File: src/logic/dq_defines.vh
// Constants for the queue engine.
// Functional notes
// - Last page entry is link; engine follows it.
// - Tail write starts work; head reports progress.
// - Bits 63:0 hold the read-from address.
// - Bits 127:64 hold the written-to address.
// - Bit 255 set means next-page link entry.
// - Length bits 147:128; zero means one megabyte.
// - Identifier bits 175:160 go to completed index.
// - Notify only when global and descriptor enables.
// - Writeback sends identifier to consumed-head address.
// - Upstream bits 211:192 receive actual byte count.
// - Bit 222 starts a new downstream packet.
// - Start and end may share or span descriptors.
// - Bit 223 marks last beat of descriptor data.
// - Upstream packet end writes end flag, count.
// - Early end then more data: next gets start.
// - Stale descriptors (bit 254) are never processed.
// - Metadata replaces device-side address when enabled.
// - First upstream data writes start flag, then notify.
// - Upstream data without tail update is dropped.
`ifndef DQ_DEFINES_VH
`define DQ_DEFINES_VH

// ==========================================================
// Register offsets
`define DQ_REG_CTRL 8'h00
`define DQ_REG_BASE_LO 8'h08
`define DQ_REG_BASE_HI 8'h0c
`define DQ_REG_TAIL 8'h10
`define DQ_REG_HEAD 8'h14
`define DQ_REG_COMPLETED 8'h18
`define DQ_REG_CONS_LO 8'h20
`define DQ_REG_CONS_HI 8'h24
`define DQ_REG_PAYLOAD 8'h44

// ==========================================================
// Control register bits
`define DQ_CTRL_ENABLE 0
`define DQ_CTRL_GLB_IRQ 1
`define DQ_CTRL_GLB_WB 2
`define DQ_CTRL_D2H 3
`define DQ_CTRL_STREAM 4
`define DQ_CTRL_META 5
`define DQ_CTRL_RESET 6'h00
`define DQ_PAYLOAD_RESET 32'h0000_0000

// ==========================================================
// Descriptor layout
`define DQ_DESC_LINK 255
`define DQ_DESC_STALE 254
`define DQ_DESC_EOF 223
`define DQ_DESC_SOF 222
`define DQ_DESC_RSV_HI 221
`define DQ_DESC_RSV_LO 212
`define DQ_DESC_WB 177
`define DQ_DESC_IRQ 176
`define DQ_DESC_ID_HI 175
`define DQ_DESC_ID_LO 160
`define DQ_DESC_LEN_HI 147
`define DQ_DESC_LEN_LO 128
`define DQ_DESC_DST_HI 127
`define DQ_DESC_DST_LO 64
`define DQ_DESC_SRC_HI 63
`define DQ_DESC_SRC_LO 0
`define DQ_DESC_BYTES 64'h0000_0000_0000_0020
`define DQ_DESC_FLAGS_OFS 64'h0000_0000_0000_0018
`define DQ_LEN_ONE_MB 21'h10_0000

`endif

File: src/logic/two_entry_buffer.v
// Two-entry buffer with valid and ready on both sides.
`timescale 1ns/1ps
module two_entry_buffer #(
  parameter W = 8
) (
  input wire clk_sys,
  input wire reset_n,
  input wire in_valid,
  output wire in_ready,
  input wire [W-1:0] in_data,
  output wire out_valid,
  input wire out_ready,
  output wire [W-1:0] out_data
);
  reg [W-1:0] mem [0:1];
  reg wr_ptr_r;
  reg rd_ptr_r;
  reg [1:0] count_r;
  wire push;
  wire pop;

  assign in_ready = (count_r != 2'd2);
  assign out_valid = (count_r != 2'd0);
  assign out_data = mem[rd_ptr_r];
  assign push = in_valid && in_ready;
  assign pop = out_valid && out_ready;

  always @(posedge clk_sys) begin
    if (push) begin
      mem[wr_ptr_r] <= in_data;
    end
  end

  always @(posedge clk_sys or negedge reset_n) begin
    if (!reset_n) begin
      wr_ptr_r <= 1'b0;
      rd_ptr_r <= 1'b0;
      count_r <= 2'd0;
    end else begin
      if (push) begin
        wr_ptr_r <= ~wr_ptr_r;
      end
      if (pop) begin
        rd_ptr_r <= ~rd_ptr_r;
      end
      if (push && !pop) begin
        count_r <= count_r + 2'd1;
      end else if (pop && !push) begin
        count_r <= count_r - 2'd1;
      end
    end
  end
endmodule

File: src/logic/desc_field_decode.v
// Field decoder for one 32-byte queue descriptor.
`timescale 1ns/1ps
`include "dq_defines.vh"
module desc_field_decode (
  input wire [255:0] desc,
  input wire d2h,
  input wire meta_en,
  output wire is_link,
  output wire is_stale,
  output wire [63:0] read_from_address_field,
  output wire [63:0] write_to_address_field,
  output wire [63:0] metadata,
  output wire [20:0] length_bytes,
  output wire [15:0] descriptor_identifier_field,
  output wire irq_en,
  output wire per_descriptor_status_write_enable,
  output wire sof,
  output wire eof,
  output wire [9:0] reserved_keep
);
  wire [19:0] len_raw;

  assign is_link = desc[`DQ_DESC_LINK];
  assign is_stale = desc[`DQ_DESC_STALE];
  assign read_from_address_field = desc[`DQ_DESC_SRC_HI:`DQ_DESC_SRC_LO];
  assign write_to_address_field = desc[`DQ_DESC_DST_HI:`DQ_DESC_DST_LO];
  // Device-side field carries metadata: low field upstream, high field downstream.
  assign metadata = !meta_en ? 64'h0 :
    (d2h ? read_from_address_field : write_to_address_field);
  assign len_raw = desc[`DQ_DESC_LEN_HI:`DQ_DESC_LEN_LO];
  assign length_bytes = (len_raw == 20'h0) ? `DQ_LEN_ONE_MB : {1'b0, len_raw};
  assign descriptor_identifier_field = desc[`DQ_DESC_ID_HI:`DQ_DESC_ID_LO];
  assign irq_en = desc[`DQ_DESC_IRQ];
  assign per_descriptor_status_write_enable = desc[`DQ_DESC_WB];
  assign sof = desc[`DQ_DESC_SOF];
  assign eof = desc[`DQ_DESC_EOF];
  assign reserved_keep = desc[`DQ_DESC_RSV_HI:`DQ_DESC_RSV_LO];
endmodule

File: src/logic/dma_descriptor_queue_engine.v
// Descriptor queue engine: fetch, decode, streaming, notifications.
`timescale 1ns/1ps
`include "dq_defines.vh"
module dma_descriptor_queue_engine #(
  parameter DATA_W = 256,
  parameter BEAT_BYTES = 32
) (
  input wire clk_sys,
  input wire reset_n,
  input wire reg_wr,
  input wire reg_rd,
  input wire [7:0] reg_addr,
  input wire [31:0] reg_wdata,
  output reg [31:0] reg_rdata_r,
  output reg desc_rd_valid_r,
  input wire desc_rd_ready,
  output reg [63:0] desc_rd_addr_r,
  input wire desc_in_valid,
  input wire [255:0] desc_in_data,
  output reg xfer_valid_r,
  input wire xfer_ready,
  output reg [63:0] xfer_src_r,
  output reg [63:0] xfer_dst_r,
  output reg [20:0] xfer_len_r,
  input wire xfer_done,
  output reg mwr_valid_r,
  input wire mwr_ready,
  output reg [63:0] mwr_addr_r,
  output reg [31:0] mwr_data_r,
  output reg msix_req_r,
  input wire msix_ack,
  input wire h2d_in_valid,
  output wire h2d_in_ready,
  input wire [DATA_W-1:0] h2d_in_data,
  output wire h2d_user_valid,
  input wire h2d_user_ready,
  output wire [DATA_W-1:0] h2d_user_data,
  output wire h2d_user_sop,
  output wire downstream_stream_last_beat,
  output wire [63:0] h2d_user_metadata,
  input wire d2h_user_valid,
  output wire d2h_user_ready,
  input wire [DATA_W-1:0] d2h_user_data,
  input wire upstream_stream_last_beat,
  output wire d2h_out_valid,
  input wire d2h_out_ready,
  output wire [DATA_W-1:0] d2h_out_data,
  output reg [63:0] d2h_metadata_r
);
  localparam [3:0] ST_IDLE = 4'd0;
  localparam [3:0] ST_FETCH = 4'd1;
  localparam [3:0] ST_WAITD = 4'd2;
  localparam [3:0] ST_DECODE = 4'd3;
  localparam [3:0] ST_CMD = 4'd4;
  localparam [3:0] ST_H2D = 4'd5;
  localparam [3:0] ST_MM = 4'd6;
  localparam [3:0] ST_DWAIT = 4'd7;
  localparam [3:0] ST_DDATA = 4'd8;
  localparam [3:0] ST_DUPD = 4'd9;
  localparam [3:0] ST_WB = 4'd10;
  localparam [3:0] ST_MSI = 4'd11;
  localparam [3:0] ST_NEXT = 4'd12;
  localparam [20:0] BEAT = BEAT_BYTES;

  // ==========================================================
  // Queue registers
  reg [5:0] ctrl_r;
  reg [63:0] base_r;
  reg [63:0] cons_r;
  reg [15:0] tail_r;
  reg [15:0] head_r;
  reg [15:0] completed_r;
  reg [31:0] stream_fixed_payload_size;
  reg tail_seen_r;
  reg [3:0] state_r;
  reg [63:0] cur_addr_r;
  reg [255:0] desc_r;
  reg [20:0] remain_r;
  reg [20:0] rx_cnt_r;
  reg first_beat_r;
  reg pkt_open_r;
  reg upd_sof_r;
  reg end_by_last_r;
  reg drop_r;
  reg msix_done_r;

  wire en = ctrl_r[`DQ_CTRL_ENABLE];
  wire d2h = ctrl_r[`DQ_CTRL_D2H];
  wire stream = ctrl_r[`DQ_CTRL_STREAM];
  wire is_link;
  wire is_stale;
  wire [63:0] f_src;
  wire [63:0] f_dst;
  wire [63:0] f_meta;
  wire [20:0] f_len;
  wire [15:0] f_id;
  wire f_irq;
  wire f_wb;
  wire f_sof;
  wire f_eof;
  wire [9:0] f_rsv;

  desc_field_decode u_dec (
    .desc(desc_r),
    .d2h(d2h),
    .meta_en(ctrl_r[`DQ_CTRL_META] && stream),
    .is_link(is_link),
    .is_stale(is_stale),
    .read_from_address_field(f_src),
    .write_to_address_field(f_dst),
    .metadata(f_meta),
    .length_bytes(f_len),
    .descriptor_identifier_field(f_id),
    .irq_en(f_irq),
    .per_descriptor_status_write_enable(f_wb),
    .sof(f_sof),
    .eof(f_eof),
    .reserved_keep(f_rsv)
  );

  // Both the queue-wide and the descriptor's own enable must be set.
  wire wb_on = ctrl_r[`DQ_CTRL_GLB_WB] && f_wb;
  wire irq_on = ctrl_r[`DQ_CTRL_GLB_IRQ] && f_irq;

  // ==========================================================
  // Downstream data path
  wire h2d_take_en = (state_r == ST_H2D);
  wire h2d_buf_ready;
  wire h2d_sop_tag = first_beat_r && f_sof;
  wire h2d_last_tag = (remain_r <= BEAT) && f_eof;
  wire h2d_fire = h2d_in_valid && h2d_in_ready;

  assign h2d_in_ready = h2d_buf_ready && h2d_take_en;

  two_entry_buffer #(.W(DATA_W + 66)) u_h2d_buf (
    .clk_sys(clk_sys),
    .reset_n(reset_n),
    .in_valid(h2d_in_valid && h2d_take_en),
    .in_ready(h2d_buf_ready),
    .in_data({h2d_sop_tag, h2d_last_tag, f_meta, h2d_in_data}),
    .out_valid(h2d_user_valid),
    .out_ready(h2d_user_ready),
    .out_data({h2d_user_sop, downstream_stream_last_beat, h2d_user_metadata, h2d_user_data})
  );

  // ==========================================================
  // Upstream data path
  // Packets before any tail update are swallowed to their last beat.
  wire drop_now = stream && d2h && (!tail_seen_r || drop_r);
  wire d2h_buf_ready;
  wire d2h_take_en = (state_r == ST_DDATA) && !drop_now;
  wire d2h_fire = d2h_user_valid && d2h_buf_ready && d2h_take_en;
  wire d2h_drop_fire = d2h_user_valid && drop_now;
  wire [20:0] rx_next = rx_cnt_r + BEAT;

  assign d2h_user_ready = drop_now || (d2h_buf_ready && d2h_take_en);

  two_entry_buffer #(.W(DATA_W)) u_d2h_buf (
    .clk_sys(clk_sys),
    .reset_n(reset_n),
    .in_valid(d2h_user_valid && d2h_take_en),
    .in_ready(d2h_buf_ready),
    .in_data(d2h_user_data),
    .out_valid(d2h_out_valid),
    .out_ready(d2h_out_ready),
    .out_data(d2h_out_data)
  );

  // ==========================================================
  // Register access
  always @(posedge clk_sys or negedge reset_n) begin
    if (!reset_n) begin
      reg_rdata_r <= 32'h0;
    end else if (reg_rd) begin
      case (reg_addr)
        `DQ_REG_CTRL: reg_rdata_r <= {26'h0, ctrl_r};
        `DQ_REG_BASE_LO: reg_rdata_r <= base_r[31:0];
        `DQ_REG_BASE_HI: reg_rdata_r <= base_r[63:32];
        `DQ_REG_TAIL: reg_rdata_r <= {16'h0, tail_r};
        `DQ_REG_HEAD: reg_rdata_r <= {16'h0, head_r};
        `DQ_REG_COMPLETED: reg_rdata_r <= {16'h0, completed_r};
        `DQ_REG_CONS_LO: reg_rdata_r <= cons_r[31:0];
        `DQ_REG_CONS_HI: reg_rdata_r <= cons_r[63:32];
        `DQ_REG_PAYLOAD: reg_rdata_r <= stream_fixed_payload_size;
        default: reg_rdata_r <= 32'h0;
      endcase
    end
  end

  always @(posedge clk_sys or negedge reset_n) begin
    if (!reset_n) begin
      ctrl_r <= `DQ_CTRL_RESET;
      base_r <= 64'h0;
      cons_r <= 64'h0;
      tail_r <= 16'h0;
      tail_seen_r <= 1'b0;
      stream_fixed_payload_size <= `DQ_PAYLOAD_RESET;
    end else if (reg_wr) begin
      case (reg_addr)
        `DQ_REG_CTRL: ctrl_r <= reg_wdata[5:0];
        `DQ_REG_BASE_LO: base_r[31:0] <= reg_wdata;
        `DQ_REG_BASE_HI: base_r[63:32] <= reg_wdata;
        `DQ_REG_CONS_LO: cons_r[31:0] <= reg_wdata;
        `DQ_REG_CONS_HI: cons_r[63:32] <= reg_wdata;
        `DQ_REG_PAYLOAD: stream_fixed_payload_size <= reg_wdata;
        `DQ_REG_TAIL: begin
          tail_r <= reg_wdata[15:0];
          tail_seen_r <= 1'b1;
        end
        default: ctrl_r <= ctrl_r;
      endcase
    end
  end

  // ==========================================================
  // Descriptor sequencer
  always @(posedge clk_sys or negedge reset_n) begin
    if (!reset_n) begin
      state_r <= ST_IDLE;
      head_r <= 16'h0;
      completed_r <= 16'h0;
      cur_addr_r <= 64'h0;
      desc_r <= 256'h0;
      desc_rd_valid_r <= 1'b0;
      desc_rd_addr_r <= 64'h0;
      xfer_valid_r <= 1'b0;
      xfer_src_r <= 64'h0;
      xfer_dst_r <= 64'h0;
      xfer_len_r <= 21'h0;
      mwr_valid_r <= 1'b0;
      mwr_addr_r <= 64'h0;
      mwr_data_r <= 32'h0;
      msix_req_r <= 1'b0;
      msix_done_r <= 1'b0;
      remain_r <= 21'h0;
      rx_cnt_r <= 21'h0;
      first_beat_r <= 1'b0;
      pkt_open_r <= 1'b0;
      upd_sof_r <= 1'b0;
      end_by_last_r <= 1'b0;
      drop_r <= 1'b0;
      d2h_metadata_r <= 64'h0;
    end else begin
      if (d2h_drop_fire) begin
        drop_r <= !upstream_stream_last_beat;
      end
      case (state_r)
        ST_IDLE: begin
          // A disabled queue rewinds to its base so the ring restarts cleanly.
          if (!en) begin
            cur_addr_r <= base_r;
            head_r <= 16'h0;
            pkt_open_r <= 1'b0;
          end else if (head_r != tail_r) begin
            desc_rd_valid_r <= 1'b1;
            desc_rd_addr_r <= cur_addr_r;
            state_r <= ST_FETCH;
          end
        end
        ST_FETCH: begin
          if (desc_rd_ready) begin
            desc_rd_valid_r <= 1'b0;
            state_r <= ST_WAITD;
          end
        end
        ST_WAITD: begin
          if (desc_in_valid) begin
            desc_r <= desc_in_data;
            state_r <= ST_DECODE;
          end
        end
        ST_DECODE: begin
          // A stale entry is left alone and fetched again later.
          if (is_stale) begin
            state_r <= ST_IDLE;
          end else if (is_link) begin
            cur_addr_r <= f_src;
            state_r <= ST_IDLE;
          end else begin
            xfer_valid_r <= 1'b1;
            xfer_src_r <= f_src;
            xfer_dst_r <= f_dst;
            xfer_len_r <= f_len;
            remain_r <= f_len;
            rx_cnt_r <= 21'h0;
            first_beat_r <= 1'b1;
            d2h_metadata_r <= f_meta;
            state_r <= ST_CMD;
          end
        end
        ST_CMD: begin
          if (xfer_ready) begin
            xfer_valid_r <= 1'b0;
            if (!stream) begin
              state_r <= ST_MM;
            end else if (d2h) begin
              state_r <= ST_DWAIT;
            end else begin
              state_r <= ST_H2D;
            end
          end
        end
        ST_MM: begin
          if (xfer_done) begin
            completed_r <= f_id;
            state_r <= ST_WB;
          end
        end
        ST_H2D: begin
          if (h2d_fire) begin
            first_beat_r <= 1'b0;
            remain_r <= remain_r - BEAT;
            if (remain_r <= BEAT) begin
              completed_r <= f_id;
              state_r <= ST_WB;
            end
          end
        end
        ST_DWAIT: begin
          // Only the first data of a packet triggers the start-flag update.
          if (d2h_user_valid && !drop_now) begin
            if (!pkt_open_r) begin
              upd_sof_r <= 1'b1;
              state_r <= ST_DUPD;
            end else begin
              state_r <= ST_DDATA;
            end
          end
        end
        ST_DDATA: begin
          if (d2h_fire) begin
            rx_cnt_r <= rx_next;
            if (upstream_stream_last_beat || rx_next >= remain_r) begin
              end_by_last_r <= upstream_stream_last_beat;
              pkt_open_r <= !upstream_stream_last_beat;
              completed_r <= f_id;
              upd_sof_r <= 1'b0;
              state_r <= upstream_stream_last_beat ? ST_DUPD : ST_WB;
            end
          end
        end
        ST_DUPD: begin
          // Flags word is rebuilt from the fetched copy so reserved bits survive.
          if (!mwr_valid_r) begin
            mwr_valid_r <= 1'b1;
            mwr_addr_r <= cur_addr_r + `DQ_DESC_FLAGS_OFS;
            mwr_data_r <= {!upd_sof_r && end_by_last_r, upd_sof_r || f_sof,
              f_rsv, upd_sof_r ? 20'h0 : rx_cnt_r[19:0]};
          end else if (mwr_ready) begin
            mwr_valid_r <= 1'b0;
            state_r <= ST_WB;
          end
        end
        ST_WB: begin
          if (!wb_on) begin
            state_r <= ST_MSI;
          end else if (!mwr_valid_r) begin
            mwr_valid_r <= 1'b1;
            mwr_addr_r <= cons_r;
            mwr_data_r <= {16'h0, f_id};
          end else if (mwr_ready) begin
            mwr_valid_r <= 1'b0;
            state_r <= ST_MSI;
          end
        end
        ST_MSI: begin
          if (irq_on && !msix_done_r) begin
            msix_req_r <= 1'b1;
            if (msix_req_r && msix_ack) begin
              msix_req_r <= 1'b0;
              msix_done_r <= 1'b1;
            end
          end else begin
            msix_done_r <= 1'b0;
            if (upd_sof_r) begin
              upd_sof_r <= 1'b0;
              pkt_open_r <= 1'b1;
              state_r <= ST_DDATA;
            end else begin
              state_r <= ST_NEXT;
            end
          end
        end
        ST_NEXT: begin
          head_r <= head_r + 16'h0001;
          cur_addr_r <= cur_addr_r + `DQ_DESC_BYTES;
          state_r <= ST_IDLE;
        end
        default: state_r <= ST_IDLE;
      endcase
    end
  end
endmodule

File: config.mk
export PLATFORM = sky130hd
export DESIGN_NAME = dma_descriptor_queue_engine
export DESIGN_NICKNAME = d
export VERILOG_FILES = /design/src/logic/two_entry_buffer.v /design/src/logic/desc_field_decode.v /design/src/logic/dma_descriptor_queue_engine.v
export VERILOG_INCLUDE_DIRS = /design/src /design/src/logic
export SDC_FILE = /design/constraint.sdc
export NUM_CORES = 2
export LEC_CHECK = 0
export BUFFER_PORTS_ARGS = -buffer_cell sky130_fd_sc_hd__buf_2
export CORE_AREA = 5 5 698 700
export CTS_BUF_LIST = sky130_fd_sc_hd__clkbuf_2
export CTS_CLUSTER_DIAMETER = 200
export DETAILED_ROUTE_END_ITERATION = 16
export DIE_AREA = 0 0 703 705
export PLACE_DENSITY_LB_ADDON = 0.15
export SETUP_SLACK_MARGIN = 0.5
export SYNTH_ARGS = -nofsm -noshare
export SYNTH_HDL_FRONTEND = slang
export SYNTH_HIERARCHICAL = 1
export SYNTH_SLANG_ARGS = --single-unit
File: constraint.sdc
create_clock -name clk_sys -period 14.1 [get_ports clk_sys]
set_input_delay 1.41 -clock clk_sys [delete_from_list [all_inputs] [get_ports clk_sys]]
set_output_delay 1.41 -clock clk_sys [all_outputs]
set_load 0.02 [all_outputs]
==> results.txt <==
Outcome: finished, final reports clean
Starting DRT DRC Count: 4,603
Final setup fails: 0
Data required, critical path: 12.69 ns
Wire per inst: 27.7 µm
Final ANT Viol Nets: 0
Area of the multi-input gates: 0.0269 mm²
Core area: 0.480 mm²
Die area: 0.496 mm²
Kind of critical path: reg -> out
Post-Syn Area: 0.0881 mm²
H-Tree Depth: 6
CTS tree: done
Crit path max-delay cell type: dfrtp_4
Critical path's top delay family: buffers and inverters
Global-route wire length before repair: 609 mm
Global route total overflow: 0
Crit start category: register
Nets: 10,400
Power share of the combinational group: 0.334
Dpl cell area: 0.103 mm²
Total CTS buffers: 626
Initial Utilization: 0.183
Worst setup margin: 6.61 ns
Pre-CTS setup slack: 8.39 ns
MaxCap Viol Count: 0
Worst path bufs/invs: 4
Static leakage: 0.0540 µW
Pwr Density: 161 mW/mm²
Final WL: 459 mm
Clock skew: 0.297 ns
Routability cong.: 0.885
Power Internal: 11,700 µW
CTS clk-pin slew, worst paths: 0.10 ns
Root buffer cell: clkbuf_2
RSZ-0062 raised after global routing: no
Most frequent cell on the critical path: buf_4
Area grow syn2layout: 40.7%
Sw power: 8360 µW
Pin count of the biggest net entering global routing: 162
Via count: 67,000
Register area: 0.0578 mm²
Port Buffers: 1,737
Sequential power share: 0.426
CP endpoint kind: primary output
Commonest non-fill, non-tap cell in the layout: buf_2
Min cycle time layout: 7.49 ns
Die H: 705 µm
GRT Overall Usage: 0.177
Initial antenna violation count: 132
Vias in the first global route: 70,200
Critical Path, Cell by Cell: buf_4, buf_12, buf_4, mux2_4, buf_2
Fin area: 0.124 mm²
Critical path fanouts, max: 78
Rows: 255
Clock Latency Late Sink: 2.15 ns
Hpwl dp: 346 mm
Vias per cell: 4.04
Tcrit/Tclk final: 0.531
Yosys warns: 6
Count of final max-slew check failures: 0
Crit path DAT: 6.08 ns
Synth Net Count: 6,962
Fmax: 134 MHz
Setup TNS: 0 ns
Most frequent cells in the layout: buf_2 (1,735), dlygate4sd3_1 (1,557), edfxtp_1 (1,156)
Clk buf depth: 4
Switching Fraction: 0.417
Hold Path Class: reg -> reg
Max VDD drop: 147 µV
Number of I/O pins: 1,814
CP max stage delay: 0.95 ns
Share of layout cells above drive strength 1: 0.389
Number of fill cells: 51,300
Hold Vio Cnt, Final: 0
Mapped Cells: 6,116
Slew @ Worst Pin: 1.24 ns
Slew margin rel.: 0.173
Detailed Routing Iterations Pass 1: 8
Die Width: 703 µm
Syn_area_per_cell: 14.4 µm²
Clock sink total: 2,079
DRC errors left: 0
Clock power share: 0.240
Final core occ: 0.258
[flip-flops by register name (all words and copies together) (netlist names), 4 cells and up]
register,count
xfer_src_r,64
mwr_addr_r,64
ctrl_r,6
state_r,4
rx_cnt_r,16
completed_r,16
desc_rd_addr_r,64
u_d2h_buf/mem,512
base_r,64
xfer_dst_r,64
d2h_metadata_r,64
u_h2d_buf/mem,644
remain_r,21
stream_fixed_payload_size,32
cons_r,64
reg_rdata_r,32
tail_r,16
head_r,16
xfer_len_r,21
desc_r,180
cur_addr_r,64
mwr_data_r,32
[worst paths after layout]
check	from	slack [ns]	cells after the start	end
max	u_h2d_buf/rd_ptr_r	6.61	5	h2d_user_data[228]
min in group asynchronous	reset_n	0.94	5	xfer_src_r[57]
min	desc_r[85]	0.37	2	xfer_dst_r[21]
min reg2reg	desc_r[85]	0.37	2	xfer_dst_r[21]
max reg2reg	state_r[3]	8.48	8	u_d2h_buf/mem[0][28]
max in group asynchronous	reset_n	10.34	7	d2h_metadata_r[36]
[metal layers]
layer,global-route usage,part of all wire,vias up
li1,-,-,29500
met1,0.218,0.41,34200
met2,0.298,0.48,2626
met3,0.0477,0.072,707
met4,0.0589,0.033,36
met5,0,0.00049,-
[worst register-to-register path: stages, from the launching register on]
cell	delay, ns
dfrtp_1	0.76
nor2b_1	0.51
nand2_1	0.30
nor2_1	0.42
buf_4	0.26
nand2_1	0.16
nor2_4	0.67
buf_4	0.86
buf_4	1.01
[timing repair]
item                                     CTS  global route
buffers inserted                           0             0
gates resized for setup                    0             0
endpoints found under the setup margin     0             0
endpoints found under the hold margin   1794             0
hold buffers                            1558             0
[through the flow]
stage / hold WS [ns] / total power (µW) / cells
detailed placement: 0.451 / 15000 / 13800
global route: 0.0892 / 21200 / 16500
floorplan: 0.438 / 12000 / 6116
CTS: 0.000273 / 20500 / 16500
global placement: 0.456 / 15000 / 13800
finish: 0.366 / 20000 / 16600
[power by group through the flow]
stage               registers (µW)  clock network, µW  logic (µW)
finish                        8520               4810        6690
global route                  8640               5410        7120
floorplan                     8130                  0        3920
detailed placement            8700                  0        6350
global placement              8680                  0        6340
CTS                           8570               5120        6850
[final cells by class]
type	count	area share
inverter	80	0.00242
antenna	87	0.00175
multi-input combinational	3427	0.217
clock inverter	158	0.00783
tap	6425	0.0648
timing repair buffer	3389	0.203
sequential	2079	0.466
clock buffer	929	0.0375
Note: power is estimated with default switching activity, not from simulation.
